$ cat src/hw/tx_link_pkg.sv
// Package of shared constants and types for the transmit link control block.
// Assumes a 32-bit APB register bus and one 25 MHz clock.
package tx_link_pkg;

   // Register byte offsets.
   localparam logic [11:0] OFF_CONTROL      = 12'h054;
   localparam logic [11:0] OFF_ERROR_LOG    = 12'h060;
   localparam logic [11:0] OFF_ERROR_ENABLE = 12'h064;
   localparam logic [11:0] OFF_STATUS       = 12'h080;

   // Field positions in sync_sysref_control.
   localparam int CTL_RESTART   = 0;
   localparam int CTL_CONTINUE  = 1;
   localparam int CTL_SINGLE    = 2;
   localparam int CTL_TRANSPORT = 7;

   // Field positions in tx_error_log and in the error enable register.
   localparam int ERR_MISMATCH = 1;
   localparam int ERR_DROP     = 3;
   localparam int ERR_RESTART  = 4;
   localparam int ERR_PLL      = 5;
   localparam int ERR_FULL     = 6;
   localparam int ERR_EMPTY    = 7;
   localparam int ERR_SPARE    = 8;

   // Field positions in tx_status_word.
   localparam int STAT_SYNC_LEVEL = 0;
   localparam int STAT_CGS        = 1;
   localparam int STAT_ILAS       = 2;
   localparam int STAT_DATA       = 3;
   localparam int STAT_SEEN       = 4;

   // Reset values and writable masks.
   localparam logic [31:0] CONTROL_RESET = 32'h0000_0084;
   localparam logic [31:0] CONTROL_MASK  = 32'h0000_00FF;
   localparam logic [31:0] LOG_RESET     = 32'h0000_0000;
   localparam logic [31:0] LOG_W1C_MASK  = 32'h0000_00FA;
   localparam logic [31:0] ENABLE_RESET  = 32'h0000_01F1;
   localparam logic [31:0] ENABLE_MASK   = 32'h0000_01FF;

   // Link framing: octets per frame, frames per multiframe, octets per clock.
   localparam int FRAME_OCTETS     = 2;
   localparam int MF_FRAMES        = 16;
   localparam int OCTETS_PER_CYCLE = 4;
   localparam int LMFC_CYCLES = FRAME_OCTETS * MF_FRAMES / OCTETS_PER_CYCLE;

   // Longest legal SYNC_N low time, in frames plus octets, rounded up.
   localparam int SYNC_FRAMES = 5;
   localparam int SYNC_OCTETS = 9;
   localparam int SYNC_LIMIT_CYCLES =
      (SYNC_FRAMES * FRAME_OCTETS + SYNC_OCTETS + OCTETS_PER_CYCLE - 1)
      / OCTETS_PER_CYCLE;

   // Number of multiframes in the initial lane alignment sequence.
   localparam int ILAS_MULTIFRAMES = 4;

   // Link states.
   typedef enum logic [1:0] {ST_CGS, ST_ILAS, ST_DATA} link_state_t;

endpackage

$ cat src/hw/tx_link_sysref_error_regs.sv
// Control and error registers of a transmit link with its link state.
// Assumes an APB master, synchronous inputs and one 25 MHz clock.
//
// Local design decision: the APB register port.
`timescale 1ns/100ps
`default_nettype none

// Overview of operation
// - Continuous mode resets LMFC on each SYSREF edge.
// - Continuous off: edges realign only through single alignment; resets zero.
// - Continuous mode flags non-multiple SYSREF period, interrupts.
// - Restart request reinitializes link into K28.5 sync.
// - Restart request bit clears when reinitialization starts.
// - Error bit interrupts only when its enable set.
// - FIFO empty while running sets bit seven.
// - FIFO full while running sets bit six.
// - PLL lock loss while running sets bit five.
// - SYNC_N low too long sets bit four.
// - Reinit request from receiver returns to K28.5.
// - Transport valid dropping when requested sets bit three.
// - Single alignment resets LMFC once, self-clears, resets one.
// - Stay in sync until a SYSREF edge seen.
module tx_link_sysref_error_regs (
   input  wire logic        clk_i,                  // System clock.
   input  wire logic        srst_i,                 // Sync reset, high.
   input  wire logic        psel_i,                 // APB select.
   input  wire logic        penable_i,              // APB enable.
   input  wire logic        pwrite_i,               // APB write.
   input  wire logic [11:0] paddr_i,                // APB byte address.
   input  wire logic [31:0] pwdata_i,               // APB write data.
   output logic      [31:0] prdata_o,               // APB read data.
   output logic             pready_o,               // APB ready.
   output logic             pslverr_o,              // APB error.
   input  wire logic        sysref_i,               // SYSREF level.
   input  wire logic        sync_n_i,               // Receiver SYNC_N.
   input  wire logic        fifo_empty_i,           // Any lane FIFO empty.
   input  wire logic        fifo_full_i,            // Any lane FIFO full.
   input  wire logic        pll_locked_i,           // All lane PLLs lock.
   input  wire logic        transport_word_valid_i, // Transport data valid.
   output logic             transport_ready_o,      // Data requested.
   output logic             send_k28_5_o,           // Send sync chars.
   output logic             send_ilas_o,            // Send alignment.
   output logic             lmfc_reset_o,           // LMFC realigned.
   output logic      [7:0]  lmfc_count_o,           // LMFC phase.
   output logic             irq_o                   // Interrupt level.
);

   // All state of the block.
   typedef struct packed {
      tx_link_pkg::link_state_t link;          // Link state.
      logic [31:0]              control;       // sync_sysref_control.
      logic [31:0]              error_log;     // tx_error_log.
      logic [31:0]              error_enable;  // Error enable register.
      logic [31:0]              prdata;        // Captured read data.
      logic                     ack;           // APB access answered.
      logic                     slverr;        // Captured bus error.
      logic                     sysref_prev;   // SYSREF last cycle.
      logic                     sysref_seen;   // A SYSREF edge arrived.
      logic                     lmfc_reset;    // LMFC reset pulse.
      logic                     irq;           // Registered interrupt.
      logic [7:0]               lmfc_count;    // LMFC counter.
      logic [7:0]               sync_low;      // SYNC_N low cycles.
      logic [7:0]               ilas_mf;       // ILAS multiframe count.
   } state_t;

   state_t      s;           // Present state.
   state_t      next_s;      // Next state.
   logic        mismatch;    // Period checker result pulse.

   // Tells whether an address hits one of the four registers.
   function automatic logic is_mapped(input logic [11:0] addr);
      is_mapped = (addr == tx_link_pkg::OFF_CONTROL) ||
                  (addr == tx_link_pkg::OFF_ERROR_LOG) ||
                  (addr == tx_link_pkg::OFF_ERROR_ENABLE) ||
                  (addr == tx_link_pkg::OFF_STATUS);
   endfunction

   // Builds the status word from the link state and the SYNC_N level.
   function automatic logic [31:0] status_word(input state_t st,
                                               input logic sync_level);
      logic [31:0] w;
      w = 32'h0000_0000;
      w[tx_link_pkg::STAT_SYNC_LEVEL] = sync_level;
      w[tx_link_pkg::STAT_CGS]  = (st.link == tx_link_pkg::ST_CGS);
      w[tx_link_pkg::STAT_ILAS] = (st.link == tx_link_pkg::ST_ILAS);
      w[tx_link_pkg::STAT_DATA] = (st.link == tx_link_pkg::ST_DATA);
      w[tx_link_pkg::STAT_SEEN] = st.sysref_seen;
      status_word = w;
   endfunction

   // Checks SYSREF spacing against the multiframe while continuous is on.
   sysref_period_check period_check (
      .clk_i      (clk_i),
      .srst_i     (srst_i),
      .enable_i   (s.control[tx_link_pkg::CTL_CONTINUE]),
      .edge_i     (sysref_i && !s.sysref_prev),
      .mismatch_o (mismatch)
   );

   // Next-state logic: SYSREF, link states, error capture and the APB slave.
   always_comb begin
      logic        sysref_edge;  // SYSREF rose this cycle.
      logic        realign;      // LMFC is reset this cycle.
      logic        boundary;     // Last cycle of a multiframe.
      logic        running;      // Link past code group sync.
      logic        sync_timeout; // SYNC_N held low too long.
      logic        restart;      // Software restart is taken now.
      logic        wr;           // A register write takes effect now.
      logic [31:0] events;       // Error events of this cycle.
      sysref_edge  = 1'b0;
      realign      = 1'b0;
      boundary     = 1'b0;
      running      = 1'b0;
      sync_timeout = 1'b0;
      restart      = 1'b0;
      wr           = 1'b0;
      events       = 32'h0000_0000;
      next_s = s;

      // SYSREF edge detection and LMFC realignment.
      sysref_edge = sysref_i && !s.sysref_prev;
      next_s.sysref_prev = sysref_i;
      // Only an enabled mode lets an edge move the LMFC.
      realign = sysref_edge &&
                (s.control[tx_link_pkg::CTL_CONTINUE] ||
                 s.control[tx_link_pkg::CTL_SINGLE]);
      next_s.lmfc_reset = realign;
      boundary = (s.lmfc_count == 8'(tx_link_pkg::LMFC_CYCLES - 1));
      if (realign || boundary) begin
         next_s.lmfc_count = 8'h00;
      end else begin
         next_s.lmfc_count = s.lmfc_count + 8'h01;
      end
      if (sysref_edge) begin
         next_s.sysref_seen = 1'b1;
         // Single alignment is spent on its first edge.
         next_s.control[tx_link_pkg::CTL_SINGLE] = 1'b0;
      end

      // SYNC_N low time counted once the link has left code group sync.
      running = (s.link != tx_link_pkg::ST_CGS);
      if (running && !sync_n_i) begin
         if (s.sync_low != 8'hFF) begin
            next_s.sync_low = s.sync_low + 8'h01;
         end
      end else begin
         next_s.sync_low = 8'h00;
      end
      sync_timeout = running && !sync_n_i &&
         (s.sync_low == 8'(tx_link_pkg::SYNC_LIMIT_CYCLES - 1));

      // Link state machine.
      restart = s.control[tx_link_pkg::CTL_RESTART];
      unique case (s.link)
         tx_link_pkg::ST_CGS: begin
            // Leave sync only after a SYSREF edge, on a multiframe edge.
            if (sync_n_i && s.sysref_seen && boundary && !restart) begin
               next_s.link    = tx_link_pkg::ST_ILAS;
               next_s.ilas_mf = 8'h00;
            end
         end
         tx_link_pkg::ST_ILAS: begin
            // Count alignment multiframes, then hand over to user data.
            if (boundary) begin
               next_s.ilas_mf = s.ilas_mf + 8'h01;
               if (s.ilas_mf == 8'(tx_link_pkg::ILAS_MULTIFRAMES - 1)) begin
                  next_s.link = tx_link_pkg::ST_DATA;
               end
            end
         end
         tx_link_pkg::ST_DATA: begin
            // User data flows; exits are handled below.
         end
         default: begin
            // The unused state code falls back to code group sync.
            next_s.link = tx_link_pkg::ST_CGS;
         end
      endcase
      if (sync_timeout) begin
         // A receiver request sends the link back to sync characters.
         next_s.link = tx_link_pkg::ST_CGS;
      end
      if (restart) begin
         // Software restart: reinitialize, drop the SYSREF history.
         next_s.link        = tx_link_pkg::ST_CGS;
         next_s.sysref_seen = sysref_edge;
         next_s.control[tx_link_pkg::CTL_RESTART] = 1'b0;
      end

      // Error events of this cycle.
      events[tx_link_pkg::ERR_MISMATCH] = mismatch;
      events[tx_link_pkg::ERR_DROP] =
         s.control[tx_link_pkg::CTL_TRANSPORT] &&
         (s.link == tx_link_pkg::ST_DATA) && !transport_word_valid_i;
      events[tx_link_pkg::ERR_RESTART] = sync_timeout;
      events[tx_link_pkg::ERR_PLL]   = running && !pll_locked_i;
      events[tx_link_pkg::ERR_FULL]  = running && fifo_full_i;
      events[tx_link_pkg::ERR_EMPTY] = running && fifo_empty_i;

      // APB slave: answer one cycle into the access phase.
      if (psel_i && penable_i && !s.ack) begin
         next_s.ack    = 1'b1;
         next_s.slverr = !is_mapped(paddr_i);
         next_s.prdata = 32'h0000_0000;
         if (!pwrite_i) begin
            unique case (paddr_i)
               tx_link_pkg::OFF_CONTROL:      next_s.prdata = s.control;
               tx_link_pkg::OFF_ERROR_LOG:    next_s.prdata = s.error_log;
               tx_link_pkg::OFF_ERROR_ENABLE: next_s.prdata = s.error_enable;
               tx_link_pkg::OFF_STATUS:
                  next_s.prdata = status_word(s, sync_n_i);
               default:                       next_s.prdata = 32'h0000_0000;
            endcase
         end
      end else begin
         next_s.ack    = 1'b0;
         next_s.slverr = 1'b0;
      end
      wr = psel_i && penable_i && s.ack && pwrite_i && is_mapped(paddr_i);

      // Register writes; a software write follows the hardware clear.
      if (wr && (paddr_i == tx_link_pkg::OFF_CONTROL)) begin
         next_s.control = pwdata_i & tx_link_pkg::CONTROL_MASK;
      end
      if (wr && (paddr_i == tx_link_pkg::OFF_ERROR_ENABLE)) begin
         next_s.error_enable = pwdata_i & tx_link_pkg::ENABLE_MASK;
      end
      if (wr && (paddr_i == tx_link_pkg::OFF_ERROR_LOG)) begin
         // Write one clears the sticky flags; the spare bit is plain.
         next_s.error_log = s.error_log &
            ~(pwdata_i & tx_link_pkg::LOG_W1C_MASK);
         next_s.error_log[tx_link_pkg::ERR_SPARE] =
            pwdata_i[tx_link_pkg::ERR_SPARE];
      end
      // A new event wins over a clear in the same cycle.
      next_s.error_log = next_s.error_log | events;

      // Interrupt only from bits that are both logged and enabled.
      next_s.irq = |(next_s.error_log & next_s.error_enable);
   end

   // State register with reset values.
   always_ff @(posedge clk_i) begin
      if (srst_i) begin
         s              <= '0;
         s.link         <= tx_link_pkg::ST_CGS;
         s.control      <= tx_link_pkg::CONTROL_RESET;
         s.error_log    <= tx_link_pkg::LOG_RESET;
         s.error_enable <= tx_link_pkg::ENABLE_RESET;
      end else begin
         s <= next_s;
      end
   end

   // Outputs from the registered state.
   assign prdata_o          = s.prdata;
   assign pready_o          = s.ack;
   assign pslverr_o         = s.slverr;
   assign transport_ready_o = (s.link == tx_link_pkg::ST_DATA);
   assign send_k28_5_o      = (s.link == tx_link_pkg::ST_CGS);
   assign send_ilas_o       = (s.link == tx_link_pkg::ST_ILAS);
   assign lmfc_reset_o      = s.lmfc_reset;
   assign lmfc_count_o      = s.lmfc_count;
   assign irq_o             = s.irq;

endmodule // tx_link_sysref_error_regs

`default_nettype wire

$ cat src/hw/sysref_period_check.sv
// Checker that SYSREF edges fall on whole local multiframe periods.
// Assumes edge_i is a one-cycle pulse per SYSREF rising edge.
`timescale 1ns/100ps
`default_nettype none

module sysref_period_check (
   input  wire logic clk_i,       // System clock.
   input  wire logic srst_i,      // Synchronous reset, active high.
   input  wire logic enable_i,    // Continuous alignment is on.
   input  wire logic edge_i,      // SYSREF rising edge pulse.
   output logic      mismatch_o   // One-cycle pulse on a bad period.
);

   // All state of the checker.
   typedef struct packed {
      logic [7:0] phase;     // Cycles since the last edge, modulo period.
      logic       armed;     // A first edge has been seen while enabled.
      logic       mismatch;  // Registered mismatch pulse.
   } check_t;

   check_t s;       // Present state.
   check_t next_s;  // Next state.

   // Phase tracking and the comparison made at each edge.
   always_comb begin
      next_s = s;
      next_s.mismatch = 1'b0;
      if (s.phase == 8'(tx_link_pkg::LMFC_CYCLES - 1)) begin
         next_s.phase = 8'h00;
      end else begin
         next_s.phase = s.phase + 8'h01;
      end
      if (!enable_i) begin
         // Disabling drops the reference so a new period starts clean.
         next_s.armed = 1'b0;
      end else if (edge_i) begin
         // An edge away from phase zero breaks the whole multiple.
         next_s.mismatch = s.armed && (s.phase != 8'h00);
         next_s.armed = 1'b1;
         next_s.phase = 8'(1 % tx_link_pkg::LMFC_CYCLES);
      end
   end

   // State register.
   always_ff @(posedge clk_i) begin
      if (srst_i) begin
         s <= '0;
      end else begin
         s <= next_s;
      end
   end

   assign mismatch_o = s.mismatch;

endmodule // sysref_period_check

`default_nettype wire

$ cat config.mk
export PLATFORM = sky130hd
export DESIGN_NAME = tx_link_sysref_error_regs
export DESIGN_NICKNAME = d
export VERILOG_FILES = /design/src/hw/tx_link_pkg.sv /design/src/hw/tx_link_sysref_error_regs.sv /design/src/hw/sysref_period_check.sv
export SDC_FILE = /design/constraint.sdc
export NUM_CORES = 1
export LEC_CHECK = 0
export BUFFER_PORTS_ARGS = -buffer_cell sky130_fd_sc_hd__buf_2
export CORE_MARGIN = 5
export CORE_UTILIZATION = 30
export DETAILED_ROUTE_END_ITERATION = 8
export PLACE_DENSITY_LB_ADDON = 0.08
export SLEW_MARGIN = 15
export SYNTH_ARGS = -nofsm -noshare
export SYNTH_HDL_FRONTEND = slang
export SYNTH_SLANG_ARGS = --single-unit
$ cat constraint.sdc
create_clock -name clk_i -period 2.2 [get_ports clk_i]
set_clock_uncertainty 0.15 [all_clocks]
set_input_delay 0.22 -clock clk_i [delete_from_list [all_inputs] [get_ports clk_i]]
set_output_delay 0.22 -clock clk_i [all_outputs]
set_load 0.005 [all_outputs]
Word level (Yosys, flattened, before mapping)
Index checks and enable logic that the tools add are counted.
{ "totals": {"regBits": 146, "inputBits": 55, "output_inout_bits": 47, "wordCells": 115} }
{ "classes": {"n_addsub": 4, "eq_ne": 14, "mux": 19, "bitwise_logic": 10, "n_reduce_logical": 49} }
{ "op_table": {"columns": ["op", "n"], "rows": [
  ["32-bit one-hot mux with 4 select lines", 1],
  ["32-bit two-way mux", 3],
  ["32-bit bitwise AND", 2],
  ["12-bit by 7-bit equality test with 1-bit output, second input constant", 3],
  ["8-bit by 1-bit adder with 8-bit output, second input constant", 4],
  ["8-bit two-way mux", 4],
  ["8-bit NOT with 32-bit output", 1],
  ["32-bit by 8-bit OR with 32-bit output", 1],
  ["32-bit OR reduction", 1],
  ["8-bit by 3-bit equality test with 1-bit output, second input constant", 3],
  ["1-bit logical AND", 21],
  ["8-bit one-hot mux with 2 select lines", 1],
  ["12-bit by 8-bit equality test with 1-bit output, second input constant", 1],
  ["10-bit two-way mux", 1],
  ["2-bit OR reduction", 5],
  ["8-bit by 2-bit equality test with 1-bit output, second input constant", 1],
  ["2-bit two-way mux", 4],
  ["8-bit != test, second input constant", 1],
  ["2-bit nonzero test", 4],
  ["8-bit nonzero test", 1],
  ["1-bit logical NOT", 7],
  ["2-bit by 1-bit != test with 1-bit output, second input constant", 3],
  ["1-bit NOT", 6],
  ["2-bit one-hot mux with 3 select lines", 1],
  ["other kinds (9)", 16]
]} }

Depth between registers and ports, before layout
{ "depth": {"depth_word": 10, "mapped_depth": 8, "depth_no_buf": 7} }

Modules after synthesis
Synthesis repeated with hierarchy kept, for this count alone.
{ "unflattened": {"cells_unflattened": 461, "area_unflattened_um2": 3937.5} }
{ "by_module_without_submodules": {"columns": ["module", "instances", "cells_each", "area_per_inst_um2", "seq_area_each_um2"], "rows": [
  ["tx_link_sysref_error_regs", 1, 409, 3445.8, 1301.2],
  ["sysref_period_check", 1, 52, 491.7, 200.2]
]} }

Worst setup path before layout
Ideal clock, no wire load.
{ "synth_timing": {"path_kind": "input to register", "from": "in paddr_i[9]", "to": "reg s (netlist bit irq_o)", "setup_time_ps": 137, "t_arrival_ps": 1966, "t_required_ps": 1913, "path_slack_ps": -53, "path_stages": 8, "n_path_buf": 2, "path_cell_list": "or4_4 buf_6 nor3_4 and3_4 buf_12 mux2i_1 o221a_1 a41oi_2"} }
{ "synth_via": {"elab_chain_cells": 10, "elab_cells_between_ends": 15, "cone_classes": "eq/ne (4); mux (2); bitwise (2); reduce/logical (7)"} }
{ "synth_rtl": {"columns": ["item", "line_no", "text"], "rows": [
  ["from (decl)", "tx_link_sysref_error_regs.sv:29", "input wire logic [11:0] paddr_i,"],
  ["12-bit by 7-bit equality test with 1-bit output (on tied branches)", "tx_link_sysref_error_regs.sv:72, tx_link_sysref_error_regs.sv:73, tx_link_sysref_error_regs.sv:228", null],
  ["1-bit logical OR", "tx_link_sysref_error_regs.sv:72", "is_mapped = (addr == tx_link_pkg::OFF_CONTROL) ||"],
  ["1-bit logical OR", "tx_link_sysref_error_regs.sv:73", "(addr == tx_link_pkg::OFF_ERROR_LOG) ||"],
  ["1-bit logical OR", "tx_link_sysref_error_regs.sv:74", "(addr == tx_link_pkg::OFF_ERROR_ENABLE) ||"],
  ["1-bit logical AND", "tx_link_sysref_error_regs.sv:219", "wr = psel_i && penable_i && s.ack && pwrite_i && is_mapped(paddr_i);"],
  ["1-bit logical AND", "tx_link_sysref_error_regs.sv:228", "if (wr && (paddr_i == tx_link_pkg::OFF_ERROR_LOG)) begin"],
  ["32-bit two-way mux", "tx_link_sysref_error_regs.sv:228", null],
  ["32-bit by 8-bit OR with 32-bit output", "tx_link_sysref_error_regs.sv:236", "next_s.error_log = next_s.error_log | events;"],
  ["32-bit bitwise AND *", "tx_link_sysref_error_regs.sv:239", "next_s.irq = |(next_s.error_log & next_s.error_enable);"],
  ["32-bit OR reduction *", "tx_link_sysref_error_regs.sv:239", null],
  ["to (signal assigned)", "tx_link_sysref_error_regs.sv:251", "s <= next_s;"],
  ["to (decl)", "tx_link_sysref_error_regs.sv:66", "state_t s;"]
]} }
Every way passes the cells marked *; elsewhere a longest branch is shown, timed or not.
A chain may end at the register's enable or synchronous reset.

Worst setup path after layout
{ "layout_timing": {"from": "reg s (netlist bit lmfc_count_o[3])", "to": "reg s[6] (netlist name)"} }
{ "layout_via": {"elab_chain_cells": 5, "elab_cells_between_ends": 6, "cone_classes": "eq/ne (3); reduce/logical (3)"} }
{ "layout_rtl": {"columns": ["item", "line_no", "text"], "rows": [
  ["8-bit by 3-bit equality test with 1-bit output *", "tx_link_sysref_error_regs.sv:128", "boundary = (s.lmfc_count == 8'(tx_link_pkg::LMFC_CYCLES - 1));"],
  ["1-bit logical AND (2 in series)", "tx_link_sysref_error_regs.sv:157", "if (sync_n_i && s.sysref_seen && boundary && !restart) begin"],
  ["2-bit by 1-bit != test with 1-bit output (no line)", null, null],
  ["3-bit AND reduction (no line) *", null, null]
]} }
Marked as above.

==> metrics <==
Seq. cell area=roughly 1500 um^2; total wire length=9305 um; DP HPWL=between 7000 and 8000 um; Worst setup SP type=register; setup TNS=0 ps; number of clock sinks=75; Clock Tree Root=clkbuf_16; Final setup violation count=0; total grt overflow=0; area occupied by multi-input gates=between 1500 and 2000 um^2; Least-Margin Pin Slew=500.6 ps; Tmin final=2045 ps; syn_area_per_cell=about 8.6 um^2; Crit Path Class=reg -> reg; Final GP Congestion=a little under 0.8; Post-synth ARST share=0%; Critical Path Sink=s[6]$_SDFFE_PP0P_; Final #Nets=570; R2R depth=7; MaxCap Viol Count=0; reg-to-reg slack, setup=150 ps; Clock Latency Late Sink=approximately 340 ps; Max-slew headroom=around 67%; Hold WC Path Type=in -> reg; Layout area overhead=23.09%; Die Wd=roughly 120 um; Critical Path Stages=7; Synth Register Bits=between 70 and 80; pre-CTS setup slack=-191.5 ps; worst path required time=~2300 ps; hold_ws=around 15 ps; crit-path cells=or4_4 -> nor3_4 -> nor3b_1 -> buf_4 -> nand4_1 -> xor2_1 -> nor2_1; vias in the first global route=approximately 3000; Final Hold Viols=0; worst hold start=pwdata_i[1]; CP max stage delay=540 ps; cell area after synthesis=3744 um^2; Bufs on Longest Clock Path=2; Setup crit end kind=register; CTS Buf Count=9; CTS tree=built; Largest delay share family, worst path=simple AND/OR/NAND/NOR gates; final antenna diode count=0; Syn Inst Count=roughly 430; All-Layer GR Usage=12.90%; Port Buffers=between 50 and 60; first-pass GRT wire length=approximately 15000 um; antenna violations before repair=0; pin count of the biggest net entering global routing=16; Initial Util=30.91%; Critical Path Slowest Stage Cell=or4_4; worst setup margin=between 150 and 200 ps; top_reg_cell synth=dfxtp_1; Hold Path Depth=3; Lkg Pwr=approximately 0.0019 uW; routed length per instance=about 14 um; Final Max Tran Viols=0; routed via count=around 3100; Ports=around 100; Die Height=about 120 um; CP Max Fanout=5; r2r endpoint=s[6]$_SDFFE_PP0P_; Reg2Reg Launch Point=lmfc_count_o[3]$_SDFF_PP0_; CP bufs+invs=1; vias per cell=between 4 and 5; Worst setup startpoint=lmfc_count_o[3]$_SDFF_PP0_; final core utilization=38.05%; Max IR drop VDD=between 0.3 and 0.4 mV; synth warn=0; Die Area=14810 um^2; FMAX=488.9 MHz; result of the run=finished, final reports clean; EDFF count, synth=0; share of layout cells above drive strength 1=between 20% and 30%; Final period util=92.97%; Pre-antenna DRT Iters=4; FILL cells=approximately 1300; Power Dens Cells=approximately 690 nW/um^2; DRC violations left=0; Max H-tree Level=3; RSZ-0062 raised after global routing=false; WP data arrival=roughly 2100 ps; sequential-to-total area share from yosys stat=approximately 40%; Yosys cell types=63; Core Area=about 12000 um^2; initial DRC count=around 150; remaining antenna violation count=0; placement row count=40; clock-pin slew on the worst setup and hold paths=60 ps
-- tightest hold or removal path, delay by kind of cell --
family	cells	cell delay (ps)
buffers and inverters	1	120
AND/OR/NAND/NOR	1	60
AO/OA/AOI/OAI	1	50
-- cell type report --
type / instances / share of cell area [%]
clock buffers: 12 / 5.566
repair buffers: 98 / 13.09
multi-input cells: 313 / 41.65
well taps: 168 / 4.562
flip-flops and latches: 75 / 32.58
inverters: 12 / 0.9775
clock inverters: 4 / 1.575
-- what timing repair did --
item,in CTS,in global routing
gates resized for setup,0,3
setup endpoints to repair,0,6
setup buffers,0,4
endpoints found under the hold margin,3,0
hold buffers,2,0
-- placed cells by master (no fill, tap or decap), drive strengths merged, types with 2 or more instances in the layout --
| master | Yosys | layout |
|---|---|---|
| and3 | 8 | 8 |
| a21oi | 23 | 23 |
| xnor2 | 5 | 5 |
| a221o | 2 | 2 |
| dlygate4sd3 | 0 | 2 |
| conb | 1 | 23 |
| nor2b | 5 | 5 |
| nor4 | 3 | 3 |
| a41oi | 2 | 2 |
| xor2 | 15 | 15 |
| nand2 | 23 | 23 |
| mux2 | 2 | 2 |
| o21ai | 6 | 6 |
| and2 | 3 | 3 |
| nor3 | 12 | 12 |
| buf | 45 | 96 |
| ha | 6 | 6 |
| nor2 | 71 | 71 |
| a22oi | 11 | 11 |
| or4b | 2 | 2 |
| bufinv | 0 | 2 |
| nand4b | 2 | 2 |
| or4 | 5 | 5 |
| nand2b | 5 | 5 |
| nand3b | 3 | 3 |
| a31oi | 2 | 2 |
| a32oi | 2 | 2 |
| inv | 12 | 12 |
| dfxtp | 75 | 75 |
| mux2i | 10 | 10 |
| nand3 | 26 | 26 |
| clkbuf | 10 | 12 |
| nor3b | 2 | 2 |
| a211o | 3 | 3 |
| or3 | 5 | 5 |
| nand4 | 6 | 6 |
| or2 | 2 | 2 |
| nor4b | 3 | 3 |
-- stage by stage --
step,total power [uW],cell area (um^2),std cells
6_report,3167,4608,682
5_1_grt,3304,4608,682
4_1_cts,3214,4559,678
3_5_place_dp,1576,4210,660
3_3_place_gp,1575,4210,660
2_1_floorplan,1529,3830,455
-- sequential cells by signal, indices dropped and copies added (netlist names) --
register / flops
irq_o: 1
lmfc_count_o: 8
lmfc_reset_o: 1
period_check.mismatch_o: 1
period_check.s: 9
prdata_o: 9
pready_o: 1
pslverr_o: 1
s: 44
-- cells by family (layout without fill, tap and decap cells) --
group	count (synthesis)	after routing	synth area share, %
XOR/XNOR	20	20	4.679
other	1	23	0.1002
AND/OR/NAND/NOR	191	191	27.27
AO/OA/AOI/OAI	61	61	11.13
adder cells (fa/ha/maj)	6	6	2.005
multiplexers	12	12	3.275
flip-flops	75	75	40.11
buffers and inverters	67	126	11.43
-- synth_stat cells (3+ instances only) --
| library cell | instances | share of area, % |
|---|---|---|
| a22oi_1 | 11 | 2.2 |
| nand3b_1 | 3 | 0.60 |
| or4_1 | 4 | 0.80 |
| dfxtp_1 | 75 | 40 |
| a21oi_1 | 23 | 3.1 |
| or3_1 | 5 | 0.84 |
| nor2_1 | 71 | 7.1 |
| nand3_1 | 26 | 3.5 |
| clkbuf_1 | 10 | 1.0 |
| ha_1 | 6 | 2.0 |
| o21ai_0 | 6 | 0.80 |
| a211o_1 | 3 | 0.70 |
| xnor2_1 | 5 | 1.2 |
| buf_4 | 40 | 8.0 |
| nor3_1 | 10 | 1.3 |
| and3_1 | 7 | 1.2 |
| nor2b_1 | 5 | 0.84 |
| inv_1 | 12 | 1.2 |
| nand4_1 | 6 | 1.0 |
| and2_1 | 3 | 0.50 |
| nand2_1 | 22 | 2.2 |
| mux2i_1 | 10 | 2.7 |
| nand2b_1 | 5 | 0.84 |
| xor2_1 | 15 | 3.5 |
-- metal layers --
| metal | track usage (%) | routed length [um] | up-vias |
|---|---|---|---|
| met5 | 0 | 0 | - |
| met4 | 3.852 | 136 | 0 |
| met3 | 4.318 | 396 | 12 |
| met2 | 20.41 | 4257 | 53 |
| met1 | 16.69 | 4514 | 1470 |
| li1 | - | - | 1602 |
-- worst min path at each step --
stage / endpoint
after CTS: s[128]$_SDFFE_PP1P_
after detailed placement: s[129]$_SDFFE_PP0P_
after global placement: lmfc_count_o[0]$_SDFF_PP0_
after global routing: s[64]$_SDFFE_PP0N_
final: s[127]$_SDFFE_PP0P_
after floorplan: s[67]$_SDFF_PP1_
-- where the power goes --
part	switching, uW	total, uW	internal, uW
combinational	98.0	165	67.4
sequential	9.85	1380	1370
clock	565	1620	1050
Note: power is estimated with default switching activity, not from simulation.
